<file path="config.mk">
export PLATFORM = sky130hd
export DESIGN_NAME = csm_status_mirror
export DESIGN_NICKNAME = d
export VERILOG_FILES = /design/src/shared/csm_pkg.sv /design/src/rtl/csm_tph_slot.sv /design/src/rtl/csm_status_mirror.sv
export VERILOG_INCLUDE_DIRS = /design/src /design/src/shared
export SDC_FILE = /design/constraint.sdc
export NUM_CORES = 1
export LEC_CHECK = 0
export ABC_AREA = 1
export BUFFER_PORTS_ARGS = -buffer_cell sky130_fd_sc_hd__buf_2
export CAP_MARGIN = 20
export CORE_ASPECT_RATIO = 1.75
export CORE_MARGIN = 2
export CORE_UTILIZATION = 55
export CTS_CLUSTER_SIZE = 40
export DETAILED_ROUTE_END_ITERATION = 12
export GPL_ROUTABILITY_DRIVEN = 0
export PLACE_DENSITY = 0.87
export SKIP_LAST_GASP = 1
export SLEW_MARGIN = 20
export SYNTH_ARGS = -nofsm -noshare
export SYNTH_HDL_FRONTEND = slang
export SYNTH_HIERARCHICAL = 1
export SYNTH_SLANG_ARGS = --single-unit
</file>
<file path="constraint.sdc">
create_clock -name core_clk_in -period 1.56 [get_ports core_clk_in]
set_input_delay 0 -clock core_clk_in [delete_from_list [all_inputs] [get_ports core_clk_in]]
set_output_delay 0 -clock core_clk_in [all_outputs]
set_load 0.01 [all_outputs]
</file>
<file path="src/shared/csm_defines.svh">
// Offsets, field positions, reset values and sizes of the status mirror
`ifndef CSM_DEFINES_SVH
`define CSM_DEFINES_SVH

// Register bus geometry
`define CSM_ADDR_W          8
`define CSM_DATA_W          32

// Register offsets (byte addresses, one aligned word each)
`define CSM_OFS_MODE        8'h00
`define CSM_OFS_LINKCTL_PF0 8'h10
`define CSM_OFS_LINKCTL_PF1 8'h14
`define CSM_OFS_DEVCTL2     8'h20
`define CSM_OFS_DPACTL_PF0  8'h30
`define CSM_OFS_DPACTL_PF1  8'h34
`define CSM_OFS_LINKCTL3    8'h40
`define CSM_OFS_LINKSTS     8'h44
`define CSM_OFS_LINKSTS2    8'h48
`define CSM_OFS_TPH_BASE    8'h80
`define CSM_TPH_MASK        8'hE3
`define CSM_TPH_IDX_LSB     2
`define CSM_TPH_IDX_MSB     4

// Function counts
`define CSM_NUM_PF          2
`define CSM_NUM_VF          6
`define CSM_NUM_TPH         8

// Field positions
`define CSM_BIT_ROOT        0
`define CSM_BIT_RCB         3
`define CSM_BIT_BW_MGMT_IE  10
`define CSM_BIT_AUTO_BW_IE  11
`define CSM_BIT_EQ_IE       1
`define CSM_BIT_BW_MGMT_ST  14
`define CSM_BIT_AUTO_BW_ST  15
`define CSM_BIT_EQ_REQ      5
`define CSM_OBFF_LSB        13
`define CSM_OBFF_MSB        14
`define CSM_DPA_LSB         0
`define CSM_DPA_MSB         4
`define CSM_TPH_EN_BIT      8
`define CSM_TPH_MODE_LSB    0
`define CSM_TPH_MODE_MSB    2

// Reset values
`define CSM_RST_WORD        32'h0000_0000
`define CSM_RST_DPA         5'h00
`define CSM_RST_MODE3       3'h0

`endif

</file>
<file path="src/shared/csm_pkg.sv">
// Types shared by the status mirror modules
package csm_pkg;

    // Role of the core on the link
    typedef enum logic {
        CSM_ENDPOINT  = 1'b0,
        CSM_ROOT_PORT = 1'b1
    } csm_port_mode_t;

    // Buffer flush/fill enable encodings
    typedef enum logic [1:0] {
        CSM_OBFF_OFF   = 2'b00,
        CSM_OBFF_MSG_A = 2'b01,
        CSM_OBFF_MSG_B = 2'b10,
        CSM_OBFF_WAKE  = 2'b11
    } csm_obff_mode_t;

    // Steering-tag mode select of one function
    typedef logic [2:0] csm_st_mode_t;

endpackage

</file>
<file path="src/rtl/csm_tph_slot.sv">
// Steering-hint requester control store of one function
`timescale 1ns/1ps

`include "csm_defines.svh"

module csm_tph_slot
    import csm_pkg::*;
(
    input  wire logic          core_clk_in,   // Core clock
    input  wire logic          arst_n_in,     // Async reset, active low
    input  wire logic          wr_in,         // Write hit on this slot
    input  wire logic [31:0]   data_in,       // Write data
    output      logic          enable_out,    // Requester enable copy
    output      csm_st_mode_t  mode_out       // Steering-tag mode copy
);

    // Both fields flop straight from the write, one cycle latency
    always_ff @(posedge core_clk_in or negedge arst_n_in) begin
        if (!arst_n_in) begin
            enable_out <= 1'b0;
            mode_out   <= `CSM_RST_MODE3;
        end else if (wr_in) begin
            enable_out <= data_in[`CSM_TPH_EN_BIT];
            mode_out   <= data_in[`CSM_TPH_MODE_MSB:`CSM_TPH_MODE_LSB];
        end
    end

endmodule

</file>
<file path="src/rtl/csm_status_mirror.sv">
// Configuration status mirror: register copies and link event pulses
//
// Our own choices: the register offsets and the strobed register port.
`timescale 1ns/1ps

`include "csm_defines.svh"

module csm_status_mirror
    import csm_pkg::*;
(
    // Clock and reset
    input  wire logic        core_clk_in,
    input  wire logic        arst_n_in,
    // Configuration register port
    input  wire logic [7:0]  addr_in,
    input  wire logic [31:0] wr_data_in,
    input  wire logic        wr_en_in,
    input  wire logic        rd_en_in,
    output      logic [31:0] rd_data_out,
    // Link layer events, one-cycle pulses; link_up_in is a level
    input  wire logic        link_up_in,
    input  wire logic        bw_change_local_in,
    input  wire logic        bw_change_remote_in,
    input  wire logic        eq_request_in,
    // Status mirrors to user logic
    output      logic [1:0]  rcb_status_out,
    output      logic [1:0]  dpa_substate_change_out,
    output      logic [1:0]  obff_enable_out,
    output      logic        link_event_pulse_out,
    output      logic [1:0]  steering_hint_req_enable_pf_out,
    output      logic [5:0]  steering_tag_mode_pf_out,
    output      logic [5:0]  steering_hint_req_enable_vf_out,
    output      logic [17:0] steering_tag_mode_vf_out
);

    // ------------------------------------------------------------------
    // Write decode
    // ------------------------------------------------------------------

    logic wr_mode;          // Port mode register hit
    logic wr_lctl_pf0;      // Link control PF0 hit
    logic wr_lctl_pf1;      // Link control PF1 hit
    logic wr_devctl2;       // Device control 2 hit
    logic wr_dpa_pf0;       // Power allocation control PF0 hit
    logic wr_dpa_pf1;       // Power allocation control PF1 hit
    logic wr_lctl3;         // Link control 3 hit
    logic wr_lsts;          // Link status hit (clear by one)
    logic wr_lsts2;         // Link status 2 hit (clear by one)
    logic tph_region;       // Address falls in the requester block

    // Plain equality compares, a masked compare for the requester block; unmapped writes are dropped silently
    assign wr_mode     = wr_en_in && (addr_in == `CSM_OFS_MODE);
    assign wr_lctl_pf0 = wr_en_in && (addr_in == `CSM_OFS_LINKCTL_PF0);
    assign wr_lctl_pf1 = wr_en_in && (addr_in == `CSM_OFS_LINKCTL_PF1);
    assign wr_devctl2  = wr_en_in && (addr_in == `CSM_OFS_DEVCTL2);
    assign wr_dpa_pf0  = wr_en_in && (addr_in == `CSM_OFS_DPACTL_PF0);
    assign wr_dpa_pf1  = wr_en_in && (addr_in == `CSM_OFS_DPACTL_PF1);
    assign wr_lctl3    = wr_en_in && (addr_in == `CSM_OFS_LINKCTL3);
    assign wr_lsts     = wr_en_in && (addr_in == `CSM_OFS_LINKSTS);
    assign wr_lsts2    = wr_en_in && (addr_in == `CSM_OFS_LINKSTS2);
    assign tph_region  = ((addr_in & `CSM_TPH_MASK) == `CSM_OFS_TPH_BASE);

    // ------------------------------------------------------------------
    // Configuration copies
    // ------------------------------------------------------------------

    csm_port_mode_t port_mode;      // Endpoint or root port
    logic [1:0]     rcb_cfg;        // Boundary bit per PF
    logic           bw_mgmt_ie;     // Bandwidth management int enable
    logic           auto_bw_ie;     // Autonomous bandwidth int enable
    logic           eq_ie;          // Equalization int enable
    csm_obff_mode_t obff_cfg;       // Flush/fill enable field
    logic [4:0]     dpa_pf0;        // Power allocation substate PF0
    logic [4:0]     dpa_pf1;        // Power allocation substate PF1

    // Next values, so the mirrors can follow in one cycle
    csm_port_mode_t next_port_mode;
    logic [1:0]     next_rcb_cfg;
    csm_obff_mode_t next_obff_cfg;

    // Next-state view of the written fields
    always_comb begin
        next_port_mode = port_mode;
        next_rcb_cfg   = rcb_cfg;
        next_obff_cfg  = obff_cfg;
        if (wr_mode) begin
            next_port_mode = csm_port_mode_t'(wr_data_in[`CSM_BIT_ROOT]);
        end
        if (wr_lctl_pf0) begin
            next_rcb_cfg[0] = wr_data_in[`CSM_BIT_RCB];
        end
        if (wr_lctl_pf1) begin
            next_rcb_cfg[1] = wr_data_in[`CSM_BIT_RCB];
        end
        if (wr_devctl2) begin
            next_obff_cfg = csm_obff_mode_t'(
                wr_data_in[`CSM_OBFF_MSB:`CSM_OBFF_LSB]);
        end
    end

    // Stored fields; the root port's own controls live in PF0's copy
    always_ff @(posedge core_clk_in or negedge arst_n_in) begin
        if (!arst_n_in) begin
            port_mode  <= CSM_ENDPOINT;
            rcb_cfg    <= 2'h0;
            obff_cfg   <= CSM_OBFF_OFF;
            bw_mgmt_ie <= 1'b0;
            auto_bw_ie <= 1'b0;
            eq_ie      <= 1'b0;
        end else begin
            port_mode <= next_port_mode;
            rcb_cfg   <= next_rcb_cfg;
            obff_cfg  <= next_obff_cfg;
            // Interrupt enables of the root port
            if (wr_lctl_pf0) begin
                bw_mgmt_ie <= wr_data_in[`CSM_BIT_BW_MGMT_IE];
                auto_bw_ie <= wr_data_in[`CSM_BIT_AUTO_BW_IE];
            end
            if (wr_lctl3) begin
                eq_ie <= wr_data_in[`CSM_BIT_EQ_IE];
            end
        end
    end

    // ------------------------------------------------------------------
    // Boundary and flush/fill mirrors
    // ------------------------------------------------------------------

    // Output flops take the next value so they lag the write by one
    always_ff @(posedge core_clk_in or negedge arst_n_in) begin
        if (!arst_n_in) begin
            rcb_status_out  <= 2'h0;
            obff_enable_out <= 2'h0;
        end else begin
            // Root port: bit0 is its own, bit1 reserved and zero
            if (next_port_mode == CSM_ROOT_PORT) begin
                rcb_status_out <= {1'b0, next_rcb_cfg[0]};
            end else begin
                rcb_status_out <= next_rcb_cfg;
            end
            obff_enable_out <= next_obff_cfg;
        end
    end

    // ------------------------------------------------------------------
    // Power allocation substate change pulses
    // ------------------------------------------------------------------

    // A rewrite of the same substate is not a change, so no pulse
    always_ff @(posedge core_clk_in or negedge arst_n_in) begin
        if (!arst_n_in) begin
            dpa_pf0                 <= `CSM_RST_DPA;
            dpa_pf1                 <= `CSM_RST_DPA;
            dpa_substate_change_out <= 2'h0;
        end else begin
            if (wr_dpa_pf0) begin
                dpa_pf0 <= wr_data_in[`CSM_DPA_MSB:`CSM_DPA_LSB];
            end
            if (wr_dpa_pf1) begin
                dpa_pf1 <= wr_data_in[`CSM_DPA_MSB:`CSM_DPA_LSB];
            end
            // Pulses only for an endpoint; held low in root mode
            dpa_substate_change_out[0] <= wr_dpa_pf0
                && (port_mode == CSM_ENDPOINT)
                && (wr_data_in[`CSM_DPA_MSB:`CSM_DPA_LSB] != dpa_pf0);
            dpa_substate_change_out[1] <= wr_dpa_pf1
                && (port_mode == CSM_ENDPOINT)
                && (wr_data_in[`CSM_DPA_MSB:`CSM_DPA_LSB] != dpa_pf1);
        end
    end

    // ------------------------------------------------------------------
    // Link events and their status bits
    // ------------------------------------------------------------------

    logic bw_mgmt_st;       // Local bandwidth change recorded
    logic auto_bw_st;       // Autonomous bandwidth change recorded
    logic eq_req_st;        // Equalization request recorded
    logic ev_local;         // Qualified local bandwidth event
    logic ev_remote;        // Qualified remote bandwidth event
    logic is_root;          // Root port operation

    assign is_root   = (port_mode == CSM_ROOT_PORT);
    // A local width or speed change that took the link down does not count
    assign ev_local  = is_root && bw_change_local_in && link_up_in;
    assign ev_remote = is_root && bw_change_remote_in;

    // Sticky status; an event in the clearing cycle still sets the bit
    always_ff @(posedge core_clk_in or negedge arst_n_in) begin
        if (!arst_n_in) begin
            bw_mgmt_st <= 1'b0;
            auto_bw_st <= 1'b0;
            eq_req_st  <= 1'b0;
        end else begin
            bw_mgmt_st <= ev_local
                || (bw_mgmt_st
                    && !(wr_lsts && wr_data_in[`CSM_BIT_BW_MGMT_ST]));
            auto_bw_st <= ev_remote
                || (auto_bw_st
                    && !(wr_lsts && wr_data_in[`CSM_BIT_AUTO_BW_ST]));
            eq_req_st  <= eq_request_in
                || (eq_req_st
                    && !(wr_lsts2 && wr_data_in[`CSM_BIT_EQ_REQ]));
        end
    end

    // One-cycle event pulse; endpoint mode gates every source off
    always_ff @(posedge core_clk_in or negedge arst_n_in) begin
        if (!arst_n_in) begin
            link_event_pulse_out <= 1'b0;
        end else begin
            link_event_pulse_out <= is_root
                && ((ev_local && bw_mgmt_ie)
                    || (ev_remote && auto_bw_ie)
                    || (eq_request_in && eq_ie));
        end
    end

    // ------------------------------------------------------------------
    // Steering-hint requester controls, PF0, PF1 then VF0..VF5
    // ------------------------------------------------------------------

    logic [7:0]   tph_en;                   // Requester enable per slot
    csm_st_mode_t tph_mode [`CSM_NUM_TPH];  // Mode select per slot
    logic [7:0]   tph_wr;                   // Write hit per slot

    // One store per function; write hit from the slot index bits
    genvar gi;
    generate
        for (gi = 0; gi < `CSM_NUM_TPH; gi = gi + 1) begin : g_tph
            assign tph_wr[gi] = wr_en_in && tph_region
                && (addr_in[`CSM_TPH_IDX_MSB:`CSM_TPH_IDX_LSB] == 3'(gi));
            csm_tph_slot u_slot (
                .core_clk_in (core_clk_in),
                .arst_n_in   (arst_n_in),
                .wr_in       (tph_wr[gi]),
                .data_in     (wr_data_in),
                .enable_out  (tph_en[gi]),
                .mode_out    (tph_mode[gi])
            );
        end
    endgenerate

    // Slot flops feed the ports directly, no extra stage
    assign steering_hint_req_enable_pf_out = tph_en[1:0];
    assign steering_hint_req_enable_vf_out = tph_en[7:2];
    assign steering_tag_mode_pf_out = {tph_mode[1], tph_mode[0]};
    assign steering_tag_mode_vf_out = {tph_mode[7], tph_mode[6],
                                       tph_mode[5], tph_mode[4],
                                       tph_mode[3], tph_mode[2]};

    // ------------------------------------------------------------------
    // Read back
    // ------------------------------------------------------------------

    logic [31:0] next_rd_data;  // Word selected by the address

    // Unmapped addresses and reserved bits read as zero
    always_comb begin
        next_rd_data = `CSM_RST_WORD;
        case (addr_in)
            `CSM_OFS_MODE: begin
                next_rd_data[`CSM_BIT_ROOT] = port_mode;
            end
            `CSM_OFS_LINKCTL_PF0: begin
                next_rd_data[`CSM_BIT_RCB]        = rcb_cfg[0];
                next_rd_data[`CSM_BIT_BW_MGMT_IE] = bw_mgmt_ie;
                next_rd_data[`CSM_BIT_AUTO_BW_IE] = auto_bw_ie;
            end
            `CSM_OFS_LINKCTL_PF1: begin
                next_rd_data[`CSM_BIT_RCB] = rcb_cfg[1];
            end
            `CSM_OFS_DEVCTL2: begin
                next_rd_data[`CSM_OBFF_MSB:`CSM_OBFF_LSB] = obff_cfg;
            end
            `CSM_OFS_DPACTL_PF0: begin
                next_rd_data[`CSM_DPA_MSB:`CSM_DPA_LSB] = dpa_pf0;
            end
            `CSM_OFS_DPACTL_PF1: begin
                next_rd_data[`CSM_DPA_MSB:`CSM_DPA_LSB] = dpa_pf1;
            end
            `CSM_OFS_LINKCTL3: begin
                next_rd_data[`CSM_BIT_EQ_IE] = eq_ie;
            end
            `CSM_OFS_LINKSTS: begin
                next_rd_data[`CSM_BIT_BW_MGMT_ST] = bw_mgmt_st;
                next_rd_data[`CSM_BIT_AUTO_BW_ST] = auto_bw_st;
            end
            `CSM_OFS_LINKSTS2: begin
                next_rd_data[`CSM_BIT_EQ_REQ] = eq_req_st;
            end
            default: begin
                // Requester block: eight consecutive words
                if (tph_region) begin
                    next_rd_data[`CSM_TPH_EN_BIT] =
                        tph_en[addr_in[`CSM_TPH_IDX_MSB:`CSM_TPH_IDX_LSB]];
                    next_rd_data[`CSM_TPH_MODE_MSB:`CSM_TPH_MODE_LSB] =
                        tph_mode[addr_in[`CSM_TPH_IDX_MSB:`CSM_TPH_IDX_LSB]];
                end
            end
        endcase
    end

    // Data valid only in the cycle after the strobe, zero otherwise
    always_ff @(posedge core_clk_in or negedge arst_n_in) begin
        if (!arst_n_in) begin
            rd_data_out <= `CSM_RST_WORD;
        end else if (rd_en_in) begin
            rd_data_out <= next_rd_data;
        end else begin
            rd_data_out <= `CSM_RST_WORD;
        end
    end

endmodule

</file>
======== After elaboration in Yosys (flattened, before gate mapping) ========
Cells that the tools add are included.
cells by class
  bitwise gates (word level) .............. 2
  reduce and logical (&&, ||, !) cells .... 49
  muxes and demuxes ....................... 23
  equality and inequality tests ........... 18
  $lt $le $gt $ge ......................... 2
operators by type and width
  kind                                                         count
  logical AND 1 bit                                            35
  equality test 8 x 6 -> 1 bit (second input constant)         3
  equality test 8 x 7 -> 1 bit (second input constant)         3
  equality test 8 x 5 -> 1 bit (second input constant)         2
  two-way mux 16 bit                                           1
  equality test 3 bit (second input constant)                  4
  case mux 1 bit (4 select lines)                              3
  OR reduction 6 bit                                           2
  != test 5 bit                                                2
  binary-select mux 3 bit (select 3 bit)                       1
  two-way mux 1 bit                                            9
  two-way mux 3 bit                                            3
  OR reduction 9 bit                                           1
  logical NOT 8 bit                                            1
  OR reduction 7 bit                                           1
  equality test 3 x 2 -> 1 bit (second input constant)         2
  equality test 5 bit (second input constant)                  1
  logical OR 1 bit                                             5
  greater-or-equal comparator 4 bit (second input constant)    1
  less-than comparator 3 x 4 -> 1 bit (second input constant)  1
  two-way mux 2 bit                                            2
  inverter 3 -> 4 bit                                          1
  case mux 1 bit (2 select lines)                              2
  binary-select mux 1 bit (select 3 bit)                       1
  5 further kinds                                              7
word-level totals
  output and inout bits ................... 71
  bits of input ports ..................... 48
  register bits after elaboration ......... 90

======== Logic depth before layout (Yosys ltp) ========
  depth after elaboration ................. 7
  gate-level depth with buffers ........... 10

======== Modules after synthesis ========
The synthesis kept the hierarchy.
by module, submodules not included
  module             cells each  instances  sequential area each (um^2)  area each (um^2)
  csm_status_mirror  339         1          925.9                        2427.3
  csm_tph_slot       17          8          100.1                        148.9

======== Worst setup path before layout ========
Ideal clock, no wire load.
  kind .................................... input to register
  start point ............................. in addr_in[0]
  end point ............................... reg g_tph[2].u_slot.enable_out
  path buffers ............................ 0
  library setup time ...................... 0.117 ns
  data required time ...................... 1.443 ns
  arrival time ............................ 1.126 ns
  setup slack ............................. 0.317 ns
  stages .................................. 8
  cells stage by stage .................... inv_1 nand2_2 nor2_1 nand2_1 nor3_1 inv_2 nand2_1 nand2_1
on the way
  word-level cells in the longest chain between the ends .. 3
RTL lines
  what                                  RTL line                  source
  from (decl)                           csm_status_mirror.sv:15   input wire logic [7:0] addr_in,
  equality test 5 bit (no source line)  --
  logical AND 1 bit (2 in a row)        csm_status_mirror.sv:231  assign tph_wr[gi] = wr_en_in && tph_region
  net tph_wr[2]                         csm_status_mirror.sv:225  logic [7:0] tph_wr;
  to (signal assigned)                  csm_tph_slot.sv:23        enable_out <= data_in[`CSM_TPH_EN_BIT];
  to (decl)                             csm_tph_slot.sv:13        output logic enable_out,
The timed path passes the listed nets, and every way through them passes these cells.
A chain may end at the register's enable or synchronous reset.

======== Worst setup path after layout ========
  start point ............................. in addr_in[4]
  end point ............................... reg eq_req_st
on the way
  word-level cells in the longest chain between the ends .. 6
RTL lines
  what                          RTL line                  source
  equality test 8 x 7 -> 1 bit  --
  logical AND 1 bit             csm_status_mirror.sv:60   assign wr_lsts2 = wr_en_in && (addr_in == `CSM_OFS_LINKSTS2);
  logical AND 1 bit             csm_status_mirror.sv:203  && !(wr_lsts2 && wr_data_in[`CSM_BIT_EQ_REQ]));
  logical NOT 1 bit             csm_status_mirror.sv:203
  logical AND 1 bit             csm_status_mirror.sv:202  || (eq_req_st
  logical OR 1 bit              csm_status_mirror.sv:201  eq_req_st <= eq_request_in
  to (signal assigned)          csm_status_mirror.sv:201
  to (decl)                     csm_status_mirror.sv:178  logic eq_req_st;
No other way between the ends.

==> results.tsv <==
metric	value	unit
status	finished, final reports clean	
grt-ovfl-total	0	
critPathRequiredTime	1.77	ns
core_area	6440	um^2
ir_drop	0.000870	V
dieWidth	65.3	um
fin_crit	1.44	ns
crit_path_start_kind	input pin	
whs	0.0160	ns
synth.distinct_cells	33	
cp_cell_sequence	buf_2 > inv_1 > nand2_1 > nor2_2 > nand3_1 > o21ai_0 > nand2_1 > dlygate4sd3_1	
final_common_cell	nand2_1	
yosys_warnings	6	
worstSkewPairLatency	0.33	ns
use_met1	30.8	%
drive_gt1_share	23.8	%
slew_viol_final	0	
fill_cells	525	
grt_pass1_vias	3589	
clk_pin_slew	0.05	ns
busiest_layer	met2	
path_max_fanout	13	
ant_nets	0	
tritoncts.num_buffers	9	
grt.met3_usage	6.40	%
cts_tree	built	
synth_ff_type	dfrtp_1	
dp_hpwl	7020	um
clock-root-buffer	clkbuf_16	
synth-edff-count	0	
io_pins	119	
pwr_density_cell	931	nW/um^2
synth-seq-cells	69	
clockBufferDepth	2	
min_path_type	in -> reg	
worstPathArrival	1.65	ns
netlist_area	3620	um^2
setup_violations	0	
initial_core_util	56.2	%
async_reset_ff_share	100	%
path_buf_inv	3	
max_cap_viol_count	0	
drt_iter0_drc	361	
h-tree-depth	3	
endpoint_kind	flip-flop	
io_buffers	78	
syn_avg_cell_area	7.62	um^2
slowest_delay	0.57	ns
dr.pass1.iters	5	
dr_total_vias	3623	
crit_path_frequent_cell	nand2_1	
areaGrowthSynthToFinish	23.9	%
mostFrequentLayoutCells	214 x nand2_1, 78 x buf_2, 69 x dfrtp_1, 29 x nand3_1, 27 x nor2_1	
avgRoutedWirePerCell	15.6	um
clock-sinks	69	
antenna_found_initial	0	
dieArea	7270	um^2
finClkSkew	0.00463	ns
postCtsSetupBuffers	0	
grt_max_degree	70	
cp_top_family	buffers and inverters	
power.leakage	2.51	nW
n_antenna_cell	0	
finalSetupTns	0	ns
nets	631	
grt_use_total	30.0	%
remaining_drc_errors	0	
fin_crit_sh	92.5	%
synth_cells	475	
die_h	111	um
hold_violations	0	
fmax	0.693	GHz
rsz0062_at_grt	no	
grt_pass1_wl	16400	um
cp_slowest_cell	dlygate4sd3_1	
viasPerCell	5.45	
yosysSeqAreaShare	47.7	%
worstSetupPathType	in -> reg	
placementRows	39	
totalWireLength	10400	um
grt_util_met2	50.7	%
-- sequential cells by signal, summed over array words and instances (netlist names), 2 cells and up --
signal	count
dpa_pf0	5
dpa_pf1	5
dpa_substate_change_out	2
g_tph.u_slot/enable_out	8
g_tph.u_slot/mode_out	24
obff_enable_out	2
rcb_status_out	2
rd_data_out	12
-- per-layer routing --
layer / vias up / wire length (um)
li1: 1650 / -
met1: 1670 / 3470
met4: 0 / 800
met3: 83 / 663
met5: - / 0
met2: 220 / 5420
-- tightest hold or removal path, stage by stage --
cell and delay [ns]:
buf_2 0.17, nand2_1 0.08, nand2_1 0.05
-- layout make-up --
type                       count  area (um^2)  share of cell area (%)
multi-input combinational    359         1610                    36.0
timing repair buffer         106          648                    14.5
clock buffer                  11          243                    5.42
tap                           82          103                    2.29
inverter                      38          148                    3.29
sequential                    69         1730                    38.5
-- worst paths after layout --
| kind | start | to | slack [ns] | cells past startpoint |
|---|---|---|---|---|
| max in group asynchronous | arst_n_in | dpa_pf1[2] | 1.03 | 3 |
| worst max-delay path | addr_in[4] | eq_req_st | 0.12 | 8 |
| worst max register to register | is_root | bw_mgmt_st | 0.28 | 3 |
| min in group asynchronous | arst_n_in | rd_data_out[11] | 0.21 | 3 |
| worst min register to register | g_tph[5].u_slot/mode_out[2] | g_tph[5].u_slot/mode_out[2] | 0.49 | 2 |
| worst min-delay path | wr_data_in[8] | g_tph[7].u_slot/enable_out | 0.02 | 3 |
-- repair_timing --
action,CTS,global route
endpoints found under the setup margin,0,1
hold buffers,14,0
endpoints found under the hold margin,84,0
gates resized for setup,0,1
-- report_power, final --
part / total, mW / internal (mW) / leakage (nW) / switching [mW]
Clock: 1.72 / 1.07 / 0.119 / 0.649
Combinational: 0.503 / 0.173 / 1.46 / 0.330
Sequential: 1.95 / 1.88 / 0.928 / 0.0744
Total: 4.17 / 3.12 / 2.51 / 1.05
-- Yosys cell counts (2+ instances only) --
master    number  area (um^2)
nor2_1        28          105
buf_4         24          180
nand2_2        4         25.0
xor2_1         3         26.3
o21ai_0       12         60.1
dfrtp_1       69         1730
nand4_1        3         18.8
inv_1         24         90.1
o21ai_1        2         10.0
nand3_1       29          145
nor4_1         2         12.5
a31oi_1        2         12.5
a21oi_1        3         15.0
xnor2_1        5         43.8
o21ai_2        5         43.8
nand2_1      214          803
clkbuf_1       2         7.51
nor2_2         5         31.3
nor3_1        10         50.1
inv_2         13         48.8
nor2_4         4         45.0
-- metrics by stage --
| stage | worst slack (ns) | std cells | power (mW) | area (um^2) | util, % |
|---|---|---|---|---|---|
| floorplan | 0.317 | 494 | 2.24 | 3690 | - |
| global route | 0.0194 | 665 | 4.31 | 4480 | 69.6 |
| detailed placement | 0.178 | 640 | 2.43 | 4100 | 63.6 |
| CTS | 0.314 | 665 | 4.17 | 4480 | 69.5 |
| finish | 0.117 | 665 | 4.17 | 4480 | 69.6 |
| global placement | 0.238 | 640 | 2.41 | 4100 | 63.6 |
-- cells by family after synthesis --
kind of cell / after synthesis / synth area share, %
buffers and inverters: 66 / 9.72
and+or+nand+nor: 304 / 36.0
other: 1 / 0.104
xor gates and xnor gates: 8 / 1.94
DFF: 69 / 47.7
AOI/OAI and AO/OA: 27 / 4.56
Note: power is estimated with default switching activity, not from simulation.
